### src/design/acrb_pkg.sv
package acrb_pkg;
   localparam int NREG = 15;
   localparam int IDX_CTRL = 0;
   localparam int IDX_SWING = 1;
   localparam int IDX_PERF1 = 2;
   localparam int IDX_GAIN = 3;
   localparam int IDX_DRIVE = 4;
   localparam int IDX_FORMAT = 5;
   localparam int IDX_UPAT_HI = 6;
   localparam int IDX_UPAT_LO = 7;
   localparam int IDX_IFCLK = 8;
   localparam int IDX_LATENCY = 9;
   localparam int IDX_PDN = 10;
   localparam int IDX_PERF2 = 11;
   localparam int IDX_PEDESTAL = 12;
   localparam int IDX_OFSLOOP = 13;
   localparam int IDX_LOWRATE = 14;
   // serial register addresses, same order as the indices above
   localparam logic [7:0] REG_ADDR [NREG] = '{
      8'h00, 8'h01, 8'h03, 8'h25, 8'h26, 8'h3D, 8'h3F, 8'h40,
      8'h41, 8'h42, 8'h43, 8'h4A, 8'hBF, 8'hCF, 8'hDF};
   // implemented bits; reserved bits are not stored and read as zero
   localparam logic [7:0] REG_MASK [NREG] = '{
      8'h01, 8'hFC, 8'h03, 8'hFF, 8'h03, 8'hE0, 8'hFF, 8'hFC,
      8'hFF, 8'hCC, 8'h53, 8'h01, 8'hFC, 8'hBC, 8'h30};
   localparam logic [7:0] REG_RESET = 8'h00;
   localparam int CTRL_READOUT_BIT = 0;
   localparam int CTRL_SOFT_RESET_BIT = 1;
   localparam int DRIVE_DATA_BIT = 0;
   localparam int DRIVE_CLK_BIT = 1;
   localparam int GAIN_BYPASS_BIT = 3;
   localparam int LATENCY_MODE_BIT = 3;
   localparam logic [1:0] SWING_EN_ALL = 2'h3;
   localparam logic [7:0] READBACK_BLOCKED_ADDR = 8'h00;
   localparam logic [3:0] SERIAL_LAST_BIT = 4'hF;
   localparam logic [3:0] SERIAL_ADDR_LAST_BIT = 4'h7;
   localparam int RAMP_FULL_W = 14;
   localparam logic [1:0] RAMP_SLOW_DIV_LAST = 2'h3;
   localparam logic [2:0] SER_SYNC_INIT = 3'h4;

   typedef enum logic [2:0] {
      PAT_NORMAL = 3'b000,
      PAT_ZEROS  = 3'b001,
      PAT_ONES   = 3'b010,
      PAT_TOGGLE = 3'b011,
      PAT_RAMP   = 3'b100,
      PAT_CUSTOM = 3'b101,
      PAT_UNUSED6 = 3'b110,
      PAT_UNUSED7 = 3'b111
   } acrb_pattern_t;
endpackage

### src/design/acrb_regbank.sv
`timescale 1ns/1ps
// Contract
// Writing one to soft reset bit clears all registers; bit reads back zero.
// Readout bit set makes shared pin shift register contents out.
// Readout bit clear: shared pin is over-range indicator, nothing shifted.
// Six-bit swing field selects default, larger or smaller output swing.
// Swing code applies only while both swing enable bits are set.
// Controller writes 11 to performance field, never 01 or 10.
// Four-bit gain field sets gain in half-dB steps, 0 to 6 dB.
// Gain applies only with bypass bit clear and low-latency mode off.
// Pattern 000 normal, 001 all zeros, 010 all ones; 110, 111 unused.
// Pattern 011 alternates 0101 word and its complement each sample.
// Pattern 100 on 14-bit output ramps by one every sample.
// On 12-bit output the ramp steps once every fourth sample.
// Pattern 101 outputs constant user word from the two pattern registers.
// Drive register bit 1 doubles output clock driver strength.
// Drive register bit 0 doubles strength of all data drivers.
// Controller writes zero to all reserved bit positions.
// Every register holds 00h after reset.
// One write updates all fields of a register at once.
// Controller enables both performance tuning settings for best performance.
// Data sampled on falling serial clock while select low; commit every 16th.
// Serial word is 8-bit address then 8-bit data, MSB first.
// In readout mode only register 00h is writable; 00h reads back zero.
// Unmapped addresses ignore writes and read back zero.
// Serial-port configuration is safely synchronised before use in the data path.
module acrb_regbank
   import acrb_pkg::*;
#(
   parameter int DATA_W = 14
) (
   input  wire logic              REF_CLK_I,
   input  wire logic              SRST_I,
   input  wire logic              SERIAL_SELECT_N_I,
   input  wire logic              SERIAL_CLK_I,
   input  wire logic              SERIAL_PORT_INPUT_I,
   input  wire logic              OVERRANGE_I,
   input  wire logic [DATA_W-1:0] SAMPLE_I,
   output logic                   OVERRANGE_OR_READBACK_PIN_O,
   output logic      [DATA_W-1:0] DATA_O,
   output logic      [5:0]        SWING_CODE_O,
   output logic      [3:0]        GAIN_CODE_O,
   output logic                   CLOCK_DRIVER_DOUBLE_STRENGTH_O,
   output logic                   DATA_DRIVER_DOUBLE_STRENGTH_O,
   output logic      [1:0]        PERFORMANCE_TUNE_ONE_O,
   output logic                   PERFORMANCE_TUNE_TWO_O
);
   localparam logic [DATA_W-1:0] ALT_WORD = {(DATA_W/2){2'b01}};
   localparam logic [DATA_W-1:0] RAMP_MAX = '1;

   logic [7:0]        reg_q [NREG];
   logic [2:0]        ser_s;
   logic              sclk_d;
   logic [3:0]        bit_cnt;
   logic [15:0]       shift;
   logic [7:0]        rd_sr;
   logic              rd_active;
   logic              tgl;
   logic [DATA_W-1:0] ramp;
   logic [1:0]        ramp_div;

   // pins come from a free-running controller; sync before any edge detection
   acrb_sync #(.W(3), .INIT(SER_SYNC_INIT)) u_ser_sync (
      .clk_i  (REF_CLK_I),
      .srst_i (SRST_I),
      .d_i    ({SERIAL_SELECT_N_I, SERIAL_CLK_I, SERIAL_PORT_INPUT_I}),
      .q_o    (ser_s)
   );

   wire        sen_n_s    = ser_s[2];
   wire        sclk_s     = ser_s[1];
   wire        serial_port_input_s    = ser_s[0];
   wire        sclk_fall  = sclk_d & ~sclk_s & ~sen_n_s;
   wire [15:0] next_shift = {shift[14:0], serial_port_input_s};
   wire        commit     = sclk_fall && (bit_cnt == SERIAL_LAST_BIT);
   wire        addr_done  = sclk_fall && (bit_cnt == SERIAL_ADDR_LAST_BIT);
   wire [7:0]  wr_addr    = next_shift[15:8];
   wire [7:0]  wr_data    = next_shift[7:0];
   wire [7:0]  rd_addr    = next_shift[7:0];
   wire        readout    = reg_q[IDX_CTRL][CTRL_READOUT_BIT];
   wire        wr_ctrl    = wr_addr == REG_ADDR[IDX_CTRL];
   wire        wr_allow   = commit && (!readout || wr_ctrl);
   wire        soft_rst   = wr_allow && wr_ctrl && wr_data[CTRL_SOFT_RESET_BIT];

   logic [NREG-1:0] wr_hit;
   logic [NREG-1:0] rd_hit;
   logic [7:0]      rd_terms [NREG];
   genvar gi;
   generate
      for (gi = 0; gi < NREG; gi++) begin : g_dec
         assign wr_hit[gi]   = wr_addr == REG_ADDR[gi];
         assign rd_hit[gi]   = rd_addr == REG_ADDR[gi];
         assign rd_terms[gi] = rd_hit[gi] ? reg_q[gi] : 8'h00;
      end
   endgenerate

   logic [7:0] rd_value;
   always_comb begin
      rd_value = 8'h00;
      for (int i = 0; i < NREG; i++) begin
         rd_value = rd_value | rd_terms[i];
      end
      if (rd_addr == READBACK_BLOCKED_ADDR) begin
         rd_value = 8'h00;
      end
   end

   always_ff @(posedge REF_CLK_I) begin
      if (SRST_I || soft_rst) begin
         for (int i = 0; i < NREG; i++) begin
            reg_q[i] <= REG_RESET;
         end
      end else if (wr_allow) begin
         for (int i = 0; i < NREG; i++) begin
            if (wr_hit[i]) begin
               reg_q[i] <= wr_data & REG_MASK[i];
            end
         end
      end
   end

   always_ff @(posedge REF_CLK_I) begin
      if (SRST_I) begin
         sclk_d  <= 1'b0;
         bit_cnt <= 4'h0;
         shift   <= 16'h0000;
      end else begin
         sclk_d <= sclk_s;
         if (sen_n_s) begin
            bit_cnt <= 4'h0;
         end else if (sclk_fall) begin
            bit_cnt <= bit_cnt + 4'h1;
            shift   <= next_shift;
         end
      end
   end

   // readback: address phase loads the word, data phase shifts it MSB first
   always_ff @(posedge REF_CLK_I) begin
      if (SRST_I) begin
         rd_sr     <= 8'h00;
         rd_active <= 1'b0;
      end else if (sen_n_s || !readout) begin
         rd_active <= 1'b0;
      end else if (addr_done) begin
         rd_sr     <= rd_value;
         rd_active <= 1'b1;
      end else if (sclk_fall) begin
         rd_sr     <= {rd_sr[6:0], 1'b0};
         rd_active <= !commit;
      end
   end

   wire next_pin = readout ? (rd_active & rd_sr[7]) : OVERRANGE_I;

   wire [7:0] gain_reg  = reg_q[IDX_GAIN];
   wire       gain_on   = reg_q[IDX_LATENCY][LATENCY_MODE_BIT] & ~gain_reg[GAIN_BYPASS_BIT];
   wire       swing_on  = reg_q[IDX_PDN][1:0] == SWING_EN_ALL;
   wire [13:0] user_word = {reg_q[IDX_UPAT_HI], reg_q[IDX_UPAT_LO][7:2]};
   wire [2:0] pat_code  = gain_reg[2:0];
   wire       ramp_mode = pat_code == PAT_RAMP;
   wire       ramp_step = (DATA_W >= RAMP_FULL_W) || (ramp_div == RAMP_SLOW_DIV_LAST);

   logic [DATA_W-1:0] next_data;
   always_comb begin
      next_data = SAMPLE_I;
      unique case (acrb_pattern_t'(pat_code))
         PAT_NORMAL:  next_data = SAMPLE_I;
         PAT_ZEROS:   next_data = '0;
         PAT_ONES:    next_data = '1;
         PAT_TOGGLE:  next_data = tgl ? ~ALT_WORD : ALT_WORD;
         PAT_RAMP:    next_data = ramp;
         PAT_CUSTOM:  next_data = user_word[13 -: DATA_W];
         PAT_UNUSED6: next_data = SAMPLE_I;
         PAT_UNUSED7: next_data = SAMPLE_I;
      endcase
   end

   always_ff @(posedge REF_CLK_I) begin
      if (SRST_I) begin
         tgl      <= 1'b0;
         ramp     <= '0;
         ramp_div <= 2'h0;
      end else begin
         tgl <= ~tgl;
         // ramp restarts from zero each time the pattern is selected
         ramp_div <= ramp_mode ? ramp_div + 2'h1 : 2'h0;
         if (!ramp_mode) begin
            ramp <= '0;
         end else if (ramp_step) begin
            ramp <= ramp + 1'b1;
         end
      end
   end

   always_ff @(posedge REF_CLK_I) begin
      if (SRST_I) begin
         OVERRANGE_OR_READBACK_PIN_O    <= 1'b0;
         DATA_O                         <= '0;
         SWING_CODE_O                   <= 6'h00;
         GAIN_CODE_O                    <= 4'h0;
         CLOCK_DRIVER_DOUBLE_STRENGTH_O <= 1'b0;
         DATA_DRIVER_DOUBLE_STRENGTH_O  <= 1'b0;
         PERFORMANCE_TUNE_ONE_O         <= 2'h0;
         PERFORMANCE_TUNE_TWO_O         <= 1'b0;
      end else begin
         OVERRANGE_OR_READBACK_PIN_O    <= next_pin;
         DATA_O                         <= next_data;
         SWING_CODE_O                   <= swing_on ? reg_q[IDX_SWING][7:2] : 6'h00;
         GAIN_CODE_O                    <= gain_on ? gain_reg[7:4] : 4'h0;
         CLOCK_DRIVER_DOUBLE_STRENGTH_O <= reg_q[IDX_DRIVE][DRIVE_CLK_BIT];
         DATA_DRIVER_DOUBLE_STRENGTH_O  <= reg_q[IDX_DRIVE][DRIVE_DATA_BIT];
         PERFORMANCE_TUNE_ONE_O         <= reg_q[IDX_PERF1][1:0];
         PERFORMANCE_TUNE_TWO_O         <= reg_q[IDX_PERF2][0];
      end
   end
endmodule

### src/design/acrb_sync.sv
`timescale 1ns/1ps
module acrb_sync #(
   parameter int         W    = 1,
   parameter logic [W-1:0] INIT = '0
) (
   input  wire logic         clk_i,
   input  wire logic         srst_i,
   input  wire logic [W-1:0] d_i,
   output logic      [W-1:0] q_o
);
   logic [W-1:0] meta;

   always_ff @(posedge clk_i) begin
      if (srst_i) begin
         meta <= INIT;
         q_o  <= INIT;
      end else begin
         meta <= d_i;
         q_o  <= meta;
      end
   end
endmodule

### config.mk
export PLATFORM = sky130hd
export DESIGN_NAME = acrb_regbank
export DESIGN_NICKNAME = d
export VERILOG_FILES = /design/src/design/acrb_pkg.sv /design/src/design/acrb_regbank.sv /design/src/design/acrb_sync.sv
export SDC_FILE = /design/constraint.sdc
export NUM_CORES = 1
export LEC_CHECK = 0
export ABC_AREA = 1
export BUFFER_PORTS_ARGS = -buffer_cell sky130_fd_sc_hd__buf_2
export CORE_MARGIN = 5
export CORE_UTILIZATION = 40
export CTS_CLUSTER_SIZE = 40
export DETAILED_ROUTE_END_ITERATION = 8
export MAX_ROUTING_LAYER = met4
export PLACE_DENSITY_LB_ADDON = 0.25
export SLEW_MARGIN = 20
export SYNTH_ARGS = -nofsm -noshare
export SYNTH_HDL_FRONTEND = slang
export SYNTH_SLANG_ARGS = --single-unit
### constraint.sdc
create_clock -name REF_CLK_I -period 2.43 [get_ports REF_CLK_I]
set_clock_uncertainty 0.05 [all_clocks]
set_input_delay 0.243 -clock REF_CLK_I [delete_from_list [all_inputs] [get_ports REF_CLK_I]]
set_output_delay 0.243 -clock REF_CLK_I [all_outputs]
set_load 0.02 [all_outputs]
## Word level (Yosys, flattened, before mapping)

Memory sizes are Yosys's and may differ from the RTL's.
Index checks and enable logic that the tools add are counted.
Widths: inputs -> output; s select.

| word-level totals | value |
|---|---|
| latch bits | 0 |
| output and inout port bits | 30 |
| memories | 1 |
| ROM bits | 0 |
| bits of input ports | 20 |
| memory bits (writable) | 120 |
| flip-flop bits (word level) | 80 |
| word-level logic and storage cells | 221 |

| cells by class | value |
|---|---|
| magnitude comparators | 0 |
| shift-type cells | 0 |
| reductions and logical operators | 22 |
| equality and inequality tests | 38 |
| multiplexer cells | 100 |
| $add $sub $neg | 2 |
| multipliers | 0 |
| bitwise logic cells | 41 |
| divide/modulo/power cells | 0 |

Memories:

| memory | words | width | read ports | clocked after memory_dff | wr ports | line | source |
|---|---|---|---|---|---|---|---|
| reg_q | 15 | 8 | 15 | 0 | 15 | acrb_regbank.sv:51 | `logic [7:0] reg_q [NREG];` |

Operator list:

| cell | count |
|---|---|
| $mux 8 | 33 |
| $or 8x8->8 | 14 |
| $pmux 14 s6 | 1 |
| $eq 8x7->1 const B | 10 |
| $mux 1 | 65 |
| $eq 8x6->1 const B | 8 |
| $eq 8x8->1 const B | 6 |
| $eq 8x1->1 const B | 2 |
| $eq 8x2->1 const B | 2 |
| $logic_not 8->1 | 2 |
| $or 1x1->1 | 15 |
| $add 14x1->14 const B | 1 |
| $mux 14 | 1 |
| $eq 3x3->1 const B | 4 |
| $reduce_or 2->1 | 5 |
| $not 1->1 | 8 |
| $eq 3x2->1 const B | 2 |
| $logic_and 1x1->1 | 5 |
| $add 4x1->4 const B | 1 |
| $and 1x1->1 | 4 |
| $eq 4x3->1 const B | 1 |
| $eq 4x4->1 const B | 1 |
| $reduce_and 2->1 | 2 |
| $eq 3x1->1 const B | 1 |
| 6 further kinds | 9 |

## Longest topological paths before layout

Gate-level depths: netlist of run 1.

| depth | value |
|---|---|
| depth after elaboration | 18 |
| mapped depth | 10 |
| depth with buffers taken out | 10 |

## Modules after synthesis

From an unflattened synthesis of run 1, not the netlist that was laid out.

| second synthesis, totals | value |
|---|---|
| cell total of the unflattened synthesis | 757 |
| area total of the unflattened synthesis | 6348.6 um^2 |

Modules (own cells, without submodules):

| module | cells an instance | instances | area an instance (um^2) |
|---|---|---|---|
| acrb_regbank | 738 | 1 | 6179.7 |
| acrb_sync | 19 | 1 | 168.9 |

## Least setup slack after synthesis of run 1

No wires, ideal clock.

| timing path | value |
|---|---|
| path type | reg2reg |
| from | register bit_cnt[0] |
| to | memory reg_q[12][2] (enable) |
| path slack | 292 ps |
| arrival | 1710 ps |
| required time | 2003 ps |
| cell stages (with the launch flop) | 8 |
| buffers on the path | 0 |
| clock period less this slack | 2138 ps |
| cells stage by stage | dfxtp_1 > ha_1 > inv_1 > nor3_2 > nand2_1 > a21oi_4 > nand2_1 > o21ai_0 |

RTL lines:

| item | line | source |
|---|---|---|
| from (decl) | acrb_regbank.sv:54 | `logic [3:0] bit_cnt;` |
| from (signal assigned) | acrb_regbank.sv:132 | `bit_cnt <= bit_cnt + 4'h1;` |
| to (decl) | acrb_regbank.sv:51 |  |

==> results of run 1 <==
==> sequential cells by signal, summed over array words and instances, names as in the netlist <==
name                            flops
CLOCK_DRIVER_DOUBLE_STRENGTH_O      1
DATA_DRIVER_DOUBLE_STRENGTH_O       1
DATA_O                             14
GAIN_CODE_O                         4
OVERRANGE_OR_READBACK_PIN_O         1
PERFORMANCE_TUNE_ONE_O              2
PERFORMANCE_TUNE_TWO_O              1
SWING_CODE_O                        6
bit_cnt                             4
ramp                               14
rd_active                           1
rd_sr                               8
reg_q                              66
sclk_d                              1
shift                              15
tgl                                 1
u_ser_sync.meta                     3
u_ser_sync.q_o                      3
==> worst max path at each step <==
stage / slack (ps) / end / cells after the start / startpoint
2_1_floorplan: 290 / reg_q[12][2] / 7 / bit_cnt[0]
3_3_place_gp: 180 / reg_q[12][4] / 7 / bit_cnt[0]
3_5_place_dp: 100 / reg_q[12][2] / 9 / bit_cnt[0]
4_1_cts: 80 / reg_q[12][7] / 9 / bit_cnt[0]
5_1_grt: 7 / reg_q[14][5] / 10 / bit_cnt[0]
6_report: 150 / reg_q[2][1] / 11 / bit_cnt[0]
==> metal layers <==
layer,global-route usage,vias up,share of wire
met3,0.0527,22,0.062
met1,0.233,2322,0.45
met5,-,-,0
li1,-,2653,-
met4,0.0661,0,0.021
met2,0.301,163,0.47
==> cell type report <==
type,instances,area [sq um],share of cell area
Clock buffer,25,475,0.0638
Clock inverter,7,35.0,0.00470
Inverter,99,375,0.0503
Multi-Input combinational cell,490,2290,0.307
Sequential cell,146,3580,0.481
Tap cell,216,270,0.0362
Timing Repair Buffer,73,430,0.0577
==> stage by stage <==
step / total power, W / util
after global routing: 0.00541 / 0.476
final: 0.00524 / 0.476
after global placement: 0.00298 / 0.440
after floorplan: 0.00288 / -
after CTS: 0.00526 / 0.475
after detailed placement: 0.00298 / 0.440
==> power by group through the flow <==
stage | Sequential [W] | Combinational [W] | Clock [W]
6_report | 0.00269 | 0.000251 | 0.00230
5_1_grt | 0.00269 | 0.000277 | 0.00244
4_1_cts | 0.00269 | 0.000248 | 0.00233
3_5_place_dp | 0.00274 | 0.000243 | 0
3_3_place_gp | 0.00274 | 0.000242 | 0
2_1_floorplan | 0.00275 | 0.000126 | 0
==> repair_timing <==
item	in CTS	in global routing
endpoints found under the hold margin	3	0
gates resized for setup	0	5
setup endpoints to repair	0	29
buffers inserted	0	2
hold buffers	3	0
==> layout by cell type (no fill, tap or decap), types with 6 or more instances in the layout <==
| cell | instances |
|---|---|
| edfxtp_1 | 66 |
| nand2_2 | 7 |
| nand4_1 | 11 |
| clkbuf_16 | 17 |
| buf_4 | 20 |
| a21oi_1 | 51 |
| dfxtp_1 | 80 |
| a311oi_1 | 9 |
| nor2_1 | 158 |
| o21ai_0 | 53 |
| buf_2 | 50 |
| nand3_1 | 66 |
| clkbuf_1 | 6 |
| nand2_1 | 103 |
| inv_1 | 94 |
==> tightest hold or removal path, delay by kind of cell <==
kind / cells / cell delay [ps]
simple gates: 1 / 80
buf+inv: 1 / 70
compound gates: 1 / 60
==> Yosys cell counts (all sizes together) <==
cell and n:
ha 2, nand3 67, or2 3, a31oi 3, nand4 12, inv 98, nand3b 1, nor3 7
o21a 1, nor2 162, o2111a 1, clkbuf 13, edfxtp 66, buf 5, a21oi 53, clkinv 1
o22ai 1, nand2 110, dfxtp 80, a41oi 2, a311oi 9, o21ai 54, nor4 2
==> kinds of logic (layout without fill, tap and decap cells) <==
logic type               after synthesis  in the layout  synth area share
flip-flops                           146            146             0.568
AO/OA/AOI/OAI                        124            124             0.109
AND/OR/NAND/NOR                      364            364             0.248
buffers and inverters                117            204            0.0706
adder cells (fa/ha/maj)                2              2           0.00397
==> qor.yml, run 1 <==
clock_network:
  cts-root-buf: "clkbuf_16"
  insertion_delay_ps: 420
  clkSinkCount: 146
  clk_path_buf_depth: 2
  clk_pin_slew_ps: 60
  htree_levels: 4
  cts_tree: "done"
  cts_buffers: 17
placed_design:
  placedCellCount: 1019
  post-place-ws_ps: 98.6
  dp_hpwl_mm: 12.0
  port_buffers: 49
  finalWeightedCongestion: 0.923
  detailed_place.area_sq_um: 6890
yosys:
  synth_seq_cells: 146
  yosysSeqAreaShare: 0.568
  synth_area_per_cell_sq_um: 8.38
  netlist.area_leader.share: 0.314
  yosysUniqueCellTypes: 32
  yosysTopAreaCell: "edfxtp_1"
  synth_warnings: 0
  synth_nets: 775
  syn_inst: 753
  netlist_area_sq_um: 6310
  yosys-top-cells-area: "edfxtp_1, dfxtp_1, nor2_1"
critical_path:
  r2r_end: "reg_q[2][1]"
  worst_ep_arrival_time_ps: 2360
  crit_buf_inv: 4
  worstPathMaxFanout: 7
  reg2reg_depth: 11
  end_kind: "flop"
  worst-r2r-setup-slack_ps: 150
  critPathKind: "flop to flop"
  start_kind: "flop"
  reg2reg_from: "bit_cnt[0]"
  cp_top_family: "simple AND/OR/NAND/NOR gates"
  cpPeakStageDelay_ps: 350
  crit_slowest_cell: "dfxtp_1"
  required_ps: 2510
  critical_path.cell_chain: "ha_1, inv_1, nor3_2, nand2_2, nor2_1, nand2_1, nand2_2, clkinvlp_4, buf_2, buf_4, nand2_1"
drt:
  wire_per_inst_um: 15.4
  wl_mm: 16.2
  ant_nets: 0
  drt-initial-drc-count: 358
  via_count: 5160
  vias_per_cell: 4.89
  drt_first_pass_iters: 5
  drc: 0
timing:
  worst_slack_ps: 153
  setup_viol: 0
  fmax_mhz: 439
  fin_setup_tns_ps: 0
  tightest_slew_ps: 727
  min_period_ps: 2280
  rsz0062_at_grt: "no"
  fin_crit_sh: 0.937
  whs_ps: 15.7
  hold_viol_final: 0
  final-max-slew-violation-count: 0
  slew_headroom: 0.510
power:
  max-vdd-ir-drop_mv: 0.512
  seqPwrFrac: 0.513
  clockPowerShare: 0.439
  power.leakage_nw: 2.99
  p_comb_frac: 0.048
  p_switching_w: 0.00116
  pwr_density_cell_nw_per_um2: 702
  p_int_w: 0.00407
  p_sw_frac: 0.222
die:
  die-area_sq_um: 18400
  floorplan.initialDensity: 0.403
  pin_count: 50
  die_w_um: 136
  row_count: 46
  die_h_um: 136
  core_area_sq_um: 15700
global_route:
  grt_usage: 0.189
  grt_max_degree: 36
  overflow: 0
  grt_pass1_vias: 4938
  antenna_found_initial: 0
  grt_pass1_wl_mm: 25.6
status:
  status: "complete, no violations"
min_path:
  hp-class: "input pin to flop"
  min_path_cells: 3
  min_to: "OVERRANGE_OR_READBACK_PIN_O"
  hold_path_startpoint: "OVERRANGE_I"
final_layout:
  diodes: 0
  design_area_sq_um: 7460
  nFillCells: 1551
  syn2layout_area_growth_pct: 18.2
  drive_gt1_frac: 0.143
  instances_no_fill: 1056
  fin_nets: 849
run:
  max_cap_violations: 0
Power figures use the tool's default switching activity.
==> run 2: changes to the inputs <==
- CELL_PAD_IN_SITES_DETAIL_PLACEMENT: default -> 1
- CELL_PAD_IN_SITES_GLOBAL_PLACEMENT: default -> 1
- CORE_MARGIN: 5 -> default
- SLEW_MARGIN: 20 -> default
==> qor.yml, run 2 (synthesis results as in run 1) <==
die:
  row_count: 45
  core_area_sq_um: 15300
  pin_count: 50
  die_w_um: 128
  floorplan.initialDensity: 0.412
  die_h_um: 128
  die-area_sq_um: 16300
drt:
  wire_per_inst_um: 18.2
  wl_mm: 19.2
  via_count: 5519
  drt-initial-drc-count: 330
  vias_per_cell: 5.24
  drc: 0
  ant_nets: 0
  drt_first_pass_iters: 5
timing:
  hold_viol_final: 0
  final-max-slew-violation-count: 0
  rsz0062_at_grt: "yes"
  fin_crit_sh: 0.949
  min_period_ps: 2310
  fmax_mhz: 434
  slew_headroom: 0.593
  setup_viol: 0
  tightest_slew_ps: 609
clock_network:
  cts_tree: "done"
  clk_pin_slew_ps: 60
  clk_path_buf_depth: 2
  cts_buffers: 17
  insertion_delay_ps: 420
  cts-root-buf: "clkbuf_16"
  htree_levels: 4
  clkSinkCount: 146
global_route:
  grt_pass1_wl_mm: 30.2
  overflow: 0
  grt_usage: 0.256
  grt_pass1_vias: 5695
  grt_max_degree: 36
  antenna_found_initial: 0
placed_design:
  port_buffers: 49
  finalWeightedCongestion: 0.861
  dp_hpwl_mm: 14.3
  placedCellCount: 1016
critical_path:
  crit_start: "bit_cnt[1]"
  worst-r2r-setup-slack_ps: 120
  crit_end: "reg_q[13][3]"
  required_ps: 2440
  critPathKind: "flop to flop"
  end_kind: "flop"
  reg2reg_depth: 9
  start_kind: "flop"
  r2r_end: "reg_q[13][3]"
  worst_ep_arrival_time_ps: 2320
  worstPathMaxFanout: 10
  reg2reg_from: "bit_cnt[1]"
min_path:
  hp-class: "input pin to flop"
power:
  max-vdd-ir-drop_mv: 0.540
  power.leakage_nw: 3.02
  p_int_w: 0.00424
  p_switching_w: 0.00126
  pwr_density_cell_nw_per_um2: 729
  clockPowerShare: 0.461
  p_comb_frac: 0.049
  seqPwrFrac: 0.490
  p_sw_frac: 0.229
final_layout:
  drive_gt1_frac: 0.151
  syn2layout_area_growth_pct: 19.5
  fin_util: 0.492
  layout_common_cells: "nor2_1, nand2_1, inv_1"
  largest_reg_flops: 66
  largestRegisters: "reg_q x66, shift x15"
  diodes: 0
  top_register: "reg_q"
  layout_commonest_cell: "nor2_1"
  fin_nets: 852
  instances_no_fill: 1054
run:
  max_cap_violations: 0
status:
  status: "complete, no violations"
## run 2: how the worst min path moves through the flow
stage / startpoint / endpoint / slack, ps / depth (start not counted)
CTS: OVERRANGE_I / OVERRANGE_OR_READBACK_PIN_O / 10 / 3
finish: OVERRANGE_I / OVERRANGE_OR_READBACK_PIN_O / 20 / 3
detailed placement: u_ser_sync.meta[0] / u_ser_sync.q_o[0] / 350 / 2
global placement: u_ser_sync.meta[0] / u_ser_sync.q_o[0] / 350 / 2
floorplan: SERIAL_SELECT_N_I / u_ser_sync.meta[2] / 300 / 1
global route: SAMPLE_I[6] / DATA_O[6] / 50 / 3
## run 2: stage by stage
| stage | hold WS [ps] | TNS [ps] | power (W) | area (sq um) | setup WS [ps] |
|---|---|---|---|---|---|
| floorplan | 297 | 0 | 0.00288 | 6310 | 292 |
| global placement | 352 | 0 | 0.00299 | 6900 | 79.5 |
| detailed placement | 353 | -199 | 0.00300 | 6900 | -39.9 |
| CTS | 14.9 | 0 | 0.00553 | 7500 | 100 |
| global route | 48.5 | -1060 | 0.00565 | 7540 | -42.4 |
| finish | 23.3 | 0 | 0.00549 | 7540 | 124 |
## run 2: timing repair
action | 4_1_cts | 5_1_grt
endpoints found under the setup margin | 5 | 35
resized for setup | 1 | 5
setup buffers | 0 | 3
pin swaps | 0 | 0
hold buffers | 3 | 0
endpoints found under the hold margin | 3 | 0
## run 2: worst max-delay path, cell delays in order, from the launching register on
cell and delay [ps]:
dfxtp_1 360, ha_1 180, inv_1 50, nor3_2 210, nand2_2 150, nor2_1 160
nand2_1 80, nand2_2 110, clkinvlp_4 240, o21ai_1 370
## run 2: power groups by stage
| stage | Clock, W | Sequential (W) | Combinational [W] |
|---|---|---|---|
| 6_report | 0.00254 | 0.00269 | 0.000267 |
| 5_1_grt | 0.00266 | 0.00270 | 0.000293 |
| 4_1_cts | 0.00257 | 0.00269 | 0.000260 |
| 3_5_place_dp | 0 | 0.00274 | 0.000254 |
| 3_3_place_gp | 0 | 0.00274 | 0.000248 |
| 2_1_floorplan | 0 | 0.00275 | 0.000126 |
## run 2: area by class of cell
type                    count  area [sq um]
clock buffers              27           531
clock inverters             5          38.8
fillers                  1880          7780
inverters                  99           375
multi-input cells         490          2290
flip-flops and latches    146          3580
well taps                 211           264
repair buffers             76           455
## run 2: per-layer routing
metal | wire length [um] | GRT usage | up-vias | part of all wire
met4 | 361 | 0.0789 | 0 | 0.019
met1 | 8370 | 0.305 | 2705 | 0.44
met5 | 0 | - | - | 0
met2 | 9540 | 0.433 | 139 | 0.50
li1 | - | - | 2641 | -
met3 | 955 | 0.0561 | 34 | 0.050
